**src/hw/isie_params.svh**
```systemverilog
// constants for the increment-and-skip execution block
`ifndef ISIE_PARAMS_SVH
`define ISIE_PARAMS_SVH

`define ISIE_OP_HI       15
`define ISIE_OP_LO       10
`define ISIE_OP_SKIP_Z   6'h0f
`define ISIE_OP_SKIP_NZ  6'h12
`define ISIE_D_BIT       9
`define ISIE_A_BIT       8
`define ISIE_F_HI        7
`define ISIE_F_LO        0
`define ISIE_IDX_MAX     8'h5f
`define ISIE_ACC_LO_BANK 4'h0
`define ISIE_ACC_HI_BANK 4'hf
`define ISIE_ACC_RST     8'h00
`define ISIE_ADDR_RST    12'h000

`endif

```
**src/hw/isie_pkg.sv**
```systemverilog
// types shared by the increment-and-skip execution block
`default_nettype none
package isie_pkg;
  // gray order along q1 -> q2 -> q3 -> q4
  typedef enum logic [1:0] {
    ISIE_Q1 = 2'b00,
    ISIE_Q2 = 2'b01,
    ISIE_Q3 = 2'b11,
    ISIE_Q4 = 2'b10
  } isie_phase_t;
  // slot kind: normal execute or a discarded slot
  typedef enum logic [1:0] {
    ISIE_EXEC = 2'b00,
    ISIE_NOP1 = 2'b01,
    ISIE_NOP2 = 2'b11
  } isie_slot_t;
endpackage
`default_nettype wire

```
**src/hw/isie_exec.sv**
```systemverilog
// decode and execute of the two increment-and-conditional-skip instructions
`include "isie_params.svh"
`default_nettype none
// Behaviour
// - Opcode 0011 11da ffff ffff is increment-skip-if-zero: f plus one, status flags untouched.
// - Destination bit 0 writes the result to the accumulator, 1 writes it back to f.
// - Increment-skip-if-zero with a zero result discards the next slot: two cycles in total.
// - Increment-skip-if-nonzero with a nonzero result discards the next slot; zero runs in one.
// - Opcode 0100 10da ffff ffff is increment-skip-if-nonzero: f plus one, flags untouched.
// - A skip over a two-word instruction discards two slots, three cycles in total.
// - Access bit 0 picks the access bank, 1 picks the bank named by the bank select register.
// - Access bit 0 with extended set enabled and f at most 5fh uses indexed literal offset.
// - A discarded slot does nothing in all four phases: no file, accumulator or flag change.
module isie_exec
  import isie_pkg::*;
#(
  parameter int BANK_W = 4
) (
  input  wire logic              clk,           // core clock, 250 MHz
  input  wire logic              rst,           // sync reset, active high
  input  wire logic [15:0]       instr,         // fetched instruction word
  input  wire logic              instr_valid,   // instr holds a first word this cycle
  input  wire logic              next_two_word, // prefetched next instr has two words
  input  wire logic [BANK_W-1:0] bank_sel,      // bank select register
  input  wire logic              ext_en,        // extended instruction set enabled
  input  wire logic [BANK_W+7:0] fsr2,          // index base for literal offset mode
  input  wire logic [7:0]        rf_rdata,      // register file read data
  output var  logic [BANK_W+7:0] rf_addr,       // register file address
  output var  logic              rf_re,         // read strobe, high in q2
  output var  logic              rf_we,         // write strobe, high in q4
  output var  logic [7:0]        rf_wdata,      // write data
  output var  logic [7:0]        acc,           // accumulator
  output var  logic              exec_hit,      // an increment-skip is executing
  output var  logic              slot_nop,      // current slot is discarded
  output isie_phase_t            phase          // current phase
);
  localparam int AW = BANK_W + 8;

  isie_slot_t     slot_ff, nxt_slot;
  logic           hit_ff, nxt_hit;
  logic           nz_ff, nxt_nz;
  logic           d_ff, nxt_d;
  logic [AW-1:0]  addr_ff, nxt_addr;
  logic           re_ff, nxt_re;
  logic           we_ff, nxt_we;
  logic [7:0]     opnd_ff, nxt_opnd;
  logic [7:0]     res_ff, nxt_res;
  logic [7:0]     wdata_ff, nxt_wdata;
  logic [7:0]     acc_ff, nxt_acc;
  logic [5:0]     op;
  logic [7:0]     f;
  logic           dec_z, dec_nz, skip;

  isie_phase u_phase (
    .clk   (clk),
    .rst   (rst),
    .phase (phase)
  );

  assign op     = instr[`ISIE_OP_HI:`ISIE_OP_LO];
  assign f      = instr[`ISIE_F_HI:`ISIE_F_LO];
  assign dec_z  = instr_valid && (op == `ISIE_OP_SKIP_Z);
  assign dec_nz = instr_valid && (op == `ISIE_OP_SKIP_NZ);
  // a zero result skips for one opcode, a nonzero result for the other
  assign skip   = hit_ff && (nz_ff ? (res_ff != 8'h00) : (res_ff == 8'h00));

  always_comb begin
    nxt_hit   = hit_ff;
    nxt_nz    = nz_ff;
    nxt_d     = d_ff;
    nxt_addr  = addr_ff;
    nxt_re    = 1'b0;
    nxt_we    = 1'b0;
    nxt_opnd  = opnd_ff;
    nxt_res   = res_ff;
    nxt_wdata = wdata_ff;
    nxt_acc   = acc_ff;
    nxt_slot  = slot_ff;
    unique case (phase)
      ISIE_Q1: begin
        // decode; discarded slots never decode what sits on instr
        nxt_hit = (slot_ff == ISIE_EXEC) && (dec_z || dec_nz);
        nxt_nz  = dec_nz;
        nxt_d   = instr[`ISIE_D_BIT];
        nxt_re  = nxt_hit;
        if (instr[`ISIE_A_BIT]) begin
          nxt_addr = {bank_sel, f};
        end else if (ext_en && (f <= `ISIE_IDX_MAX)) begin
          nxt_addr = fsr2 + {{BANK_W{1'b0}}, f};
        end else if (f <= `ISIE_IDX_MAX) begin
          nxt_addr = {`ISIE_ACC_LO_BANK, f};
        end else begin
          nxt_addr = {`ISIE_ACC_HI_BANK, f};
        end
      end
      ISIE_Q2: begin
        if (hit_ff) begin
          nxt_opnd = rf_rdata;
        end
      end
      ISIE_Q3: begin
        if (hit_ff) begin
          nxt_res = opnd_ff + 8'h01;
          // no status flag path exists here: flags stay as they were
          if (d_ff) begin
            nxt_we    = 1'b1;
            nxt_wdata = opnd_ff + 8'h01;
          end else begin
            nxt_acc = opnd_ff + 8'h01;
          end
        end
      end
      ISIE_Q4: begin
        nxt_hit = 1'b0;
        unique case (slot_ff)
          ISIE_EXEC: begin
            if (skip) begin
              nxt_slot = next_two_word ? ISIE_NOP2 : ISIE_NOP1;
            end
          end
          ISIE_NOP2: nxt_slot = ISIE_NOP1;
          ISIE_NOP1: nxt_slot = ISIE_EXEC;
          default:   nxt_slot = ISIE_EXEC;
        endcase
      end
    endcase
  end

  always_ff @(posedge clk) begin
    if (rst) begin
      slot_ff  <= ISIE_EXEC;
      hit_ff   <= 1'b0;
      nz_ff    <= 1'b0;
      d_ff     <= 1'b0;
      addr_ff  <= `ISIE_ADDR_RST;
      re_ff    <= 1'b0;
      we_ff    <= 1'b0;
      opnd_ff  <= 8'h00;
      res_ff   <= 8'h00;
      wdata_ff <= 8'h00;
      acc_ff   <= `ISIE_ACC_RST;
    end else begin
      slot_ff  <= nxt_slot;
      hit_ff   <= nxt_hit;
      nz_ff    <= nxt_nz;
      d_ff     <= nxt_d;
      addr_ff  <= nxt_addr;
      re_ff    <= nxt_re;
      we_ff    <= nxt_we;
      opnd_ff  <= nxt_opnd;
      res_ff   <= nxt_res;
      wdata_ff <= nxt_wdata;
      acc_ff   <= nxt_acc;
    end
  end

  assign rf_addr  = addr_ff;
  assign rf_re    = re_ff;
  assign rf_we    = we_ff;
  assign rf_wdata = wdata_ff;
  assign acc      = acc_ff;
  assign exec_hit = hit_ff;
  assign slot_nop = (slot_ff != ISIE_EXEC);
endmodule // isie_exec
`default_nettype wire

```
**src/hw/isie_phase.sv**
```systemverilog
// four-phase sequencer of one instruction cycle
`default_nettype none
module isie_phase
  import isie_pkg::*;
(
  input  wire logic        clk,   // core clock
  input  wire logic        rst,   // sync reset, active high
  output isie_phase_t      phase  // current phase q1..q4
);
  isie_phase_t phase_ff;
  isie_phase_t nxt_phase;

  always_comb begin
    unique case (phase_ff)
      ISIE_Q1: nxt_phase = ISIE_Q2;
      ISIE_Q2: nxt_phase = ISIE_Q3;
      ISIE_Q3: nxt_phase = ISIE_Q4;
      ISIE_Q4: nxt_phase = ISIE_Q1;
    endcase
  end

  always_ff @(posedge clk) begin
    if (rst) begin
      phase_ff <= ISIE_Q1;
    end else begin
      phase_ff <= nxt_phase;
    end
  end

  assign phase = phase_ff;
endmodule // isie_phase
`default_nettype wire

```
**config.mk**
```make
export PLATFORM = sky130hd
export DESIGN_NAME = isie_exec
export DESIGN_NICKNAME = d
export VERILOG_FILES = /design/src/hw/isie_pkg.sv /design/src/hw/isie_exec.sv /design/src/hw/isie_phase.sv
export VERILOG_INCLUDE_DIRS = /design/src /design/src/hw
export SDC_FILE = /design/constraint.sdc
export NUM_CORES = 1
export LEC_CHECK = 0
export ABC_AREA = 1
export BUFFER_PORTS_ARGS = -buffer_cell sky130_fd_sc_hd__buf_2
export CAP_MARGIN = 40
export CORE_ASPECT_RATIO = 1.5
export CORE_MARGIN = 3
export CORE_UTILIZATION = 56
export CTS_BUF_LIST = sky130_fd_sc_hd__clkbuf_8 sky130_fd_sc_hd__clkbuf_16
export DETAILED_ROUTE_END_ITERATION = 10
export HOLD_SLACK_MARGIN = 0.15
export PLACE_DENSITY = 0.88
export SETUP_SLACK_MARGIN = 0.15
export SYNTH_ARGS = -nofsm -noshare
export SYNTH_HDL_FRONTEND = slang
export SYNTH_SLANG_ARGS = --single-unit
```
**constraint.sdc**
```tcl
create_clock -name clk -period 3.39 [get_ports clk]
set_clock_uncertainty 0.1 [all_clocks]
set_input_delay 0.5085 -clock clk [delete_from_list [all_inputs] [get_ports clk]]
set_output_delay 0.5085 -clock clk [all_outputs]
set_load 0.02 [all_outputs]
```
==> impl_results.md <==
* DP HPWL at between 5000 and 6000 um
* R2R Path Start: opnd_ff[0]
* Clk network pwr share at 0.291
* Core ar. at approximately 4700 sq um
* TritonRoute pass-1 iters at 4
* Ys flop type: dfxtp_1
* Initial antenna violation count at 0
* Remaining Overflow, GRT at 0
* RSZ-0062 raised after global routing: no
* # IOs at just under 80
* RePlAce Congestion at 0.9736
* Post-Syn Instances at between 300 and 400
* First-pass GRT wire length at between 10,000 and 15,000 um
* Asr flop ratio synth at 0
* Die ar. at 5817 sq um
* Syn-to-layout area delta at 18.93%
* Synthesized area at 2756 sq um
* CP Launch Type: input pin
* CTS Buf Count at 5
* Crit end category: flip-flop
* Antenna Violating Nets Remaining at 0
* Final setup TNS at 0 ps
* CTS-repair resized insts at 0
* Reg clk slew, reported paths at 90 ps
* Worst-path maximum fanout at 3
* Setup-failing EPs final at 0
* CTS tree: done
* Hold Vio Cnt, Final at 0
* Register area share after synthesis at 0.3849
* Switching Share at 0.2855
* FF+latch count, synth at 53
* FF/Latch Area at 1061 sq um
* Layout cells sized above 1 at 0.2025
* Final-report max-slew violation count at 0
* CTS HTree Levels at 2
* Ant. Diodes at 0
* Hold depth at 3
* NumNets Final at ~530
* Chip height at slightly above 90 um
* GRT Overall Usage at 0.2388
* Critical path class: in -> reg
* Max Cap Viol at 0
* # placed instances at 530
* Vias in the first global route at ~2,700
* # port buffers at about 80
* Share of power burned in registers at 0.540
* Largest stage delay, worst path at ~400 ps
* Syn nets at roughly 450
* Clock Path Buffers at 2
* HP Class: in -> reg
* CP max-delay cell: fa_1
* Fin crit period at between 1500 and 2000 ps
* Syn avg cell area at between 6 and 7 sq um
* Clock sink count at 53
* Largest net degree at the start of global routing at 35
* Design Area, Final at between 3000 and 4000 sq um
* Tightest Pin Transition at a little under 900 ps
* Final period utilization at 0.5225
* CTS root buf: clkbuf_8
* LEAKAGE at 1.748 nW
* Final wirelength at roughly 6700 um
* Rel. slew slack at 0.4041
* Wire per inst at about 12 um
* Row count at 30
* CP bufs+invs at 3
* Via count at approximately 2,800
* Unique cell type count in the Yosys netlist at 32
* Final routed DRC violation total at 0
* R2r endpoint: acc[6]
* CP delay by family, top: adder cells
* Status: finished, final reports clean
* Area of the multi-input gates at between 1000 and 1500 sq um
* Drt initial violations at between 100 and 150
* Area after DPL at between 3000 and 4000 sq um
* Internal power at between 0.8 and 0.9 mW
* Initial Utilization at 0.5922
* Post-synth EDFFs at 0
* Worst EP arrival at ~1900 ps
* Hold wc startpoint: rf_rdata[4]
* Hold Crit Endpoint: opnd_ff[4]
* Postcts setup bufs at 0
* Reg2Reg Depth at 6
* Clk_lat worst skew at around 310 ps
* Final Core Density at 0.7043
* Fmax at 564.6 MHz
* Non-filler cells in the finished layout at between 500 and 600
* Filler Cell Count at around 450
* Die W at between 60 and 70 um
* Cells along the critical path: buf_2 > ha_1 > inv_1 > fa_1 > inv_1 > nand2_1 > nand3_1 > nand2_1 > nand3_1 > nand3_1 > a21oi_1
* Reg-to-reg setup timing slack at 1660 ps
* NetSw at 0.3434 mW
* CP dominant cell by count: nand3_1
* Worst path required time at about 3500 ps
* Fraction of power consumed by combinational cells at 0.169
* Worst vdd ir at around 0.17 mV
* Yosys warning count at 0
* Power density over the cells at ~370 nW/um^2
* # hold bufs at CTS at 0
* Vias/cell at about 5.2
==> placed cells by master, fill, tap and decap left out, drive strengths merged, types with 5 or more instances in the layout <==
cell type	netlist	layout
o21ai	35	35
buf	5	81
nand2	74	74
nand4	5	5
clkbuf	5	5
ha	10	10
nand3	27	27
a21oi	36	36
nor2	54	54
o211ai	5	5
dfxtp	53	53
xor2	5	5
o21bai	5	5
inv	62	63
==> sequential cells by signal (all words and copies together) (netlist names) <==
signal / flops
acc: 8
d_ff: 1
exec_hit: 1
nz_ff: 1
opnd_ff: 8
res_ff: 8
rf_addr: 12
rf_re: 1
rf_wdata: 8
rf_we: 1
slot_ff: 2
u_phase.phase: 2
==> power by group through the flow <==
stage               clock [mW]  combinational (mW)  sequential, mW
floorplan                    0               0.112           0.681
global placement             0               0.196           0.664
detailed placement           0               0.202           0.664
CTS                      0.355               0.203           0.650
global route             0.376               0.230           0.652
finish                   0.350               0.203           0.650
==> through the flow <==
step	total power [mW]	hold WS (ps)	setup slack (ps)
global placement	0.8598	343.4	1347
floorplan	0.7938	330.1	1571
global route	1.258	321.1	1441
CTS	1.208	326.5	1605
detailed placement	0.8659	347.3	1293
finish	1.203	325.4	1619
==> worst max-delay path by stage <==
stage,cells past startpoint,slack [ps],end,start
after floorplan,11,1570,rf_addr[10],instr[0]
after global placement,12,1350,rf_addr[10],instr[0]
after detailed placement,11,1290,rf_addr[8],instr[0]
after CTS,11,1600,rf_addr[8],instr[0]
after global routing,4,1440,d_ff,rst
final,11,1620,rf_addr[10],instr[0]
==> logic make-up (layout without fill, tap and decap cells) <==
family,Yosys count,after routing,synth area share
buffers and inverters,72,151,0.1076
AOI/OAI and AO/OA,87,87,0.1730
xor gates and xnor gates,9,9,0.02860
DFF,53,53,0.3849
adders and majority gates,11,11,0.05266
and+or+nand+nor,163,163,0.2533
==> routing by layer <==
| metal | GRT usage | vias to the layer above | share of wire |
|---|---|---|---|
| met2 | 0.4793 | 94 | 0.53 |
| met1 | 0.2397 | 1248 | 0.39 |
| met5 | 0 | - | 0 |
| met3 | 0.03431 | 15 | 0.056 |
| li1 | - | 1428 | - |
| met4 | 0.09009 | 0 | 0.024 |
==> worst min-delay path: cells and delay by family <==
family	cells	cell delay [ps]
and+or+nand+nor	2	110
buffers and inverters	1	80
==> cell type report <==
type / instances / area share
well taps: 64 / 0.02443
clock inverters: 3 / 0.005725
flip-flops and latches: 53 / 0.3237
repair buffers: 81 / 0.1260
clock buffers: 5 / 0.02099
inverters: 62 / 0.07252
multi-input cells: 270 / 0.4267
==> cells in the mapped netlist, types with 4 or more instances <==
| cell type | number | area share |
|---|---|---|
| dfxtp_1 | 53 | 0.38 |
| o21ai_0 | 31 | 0.056 |
| nor2_1 | 51 | 0.069 |
| o211ai_1 | 5 | 0.014 |
| o21bai_1 | 5 | 0.014 |
| xor2_1 | 5 | 0.016 |
| inv_1 | 60 | 0.082 |
| a21oi_1 | 36 | 0.065 |
| xnor2_1 | 4 | 0.013 |
| nand4_1 | 5 | 0.011 |
| nand3_1 | 27 | 0.049 |
| nand2_1 | 73 | 0.099 |
| ha_1 | 10 | 0.045 |
| clkbuf_1 | 5 | 0.0068 |
| o21ai_1 | 4 | 0.0073 |
Power figures use the tool's default switching activity.
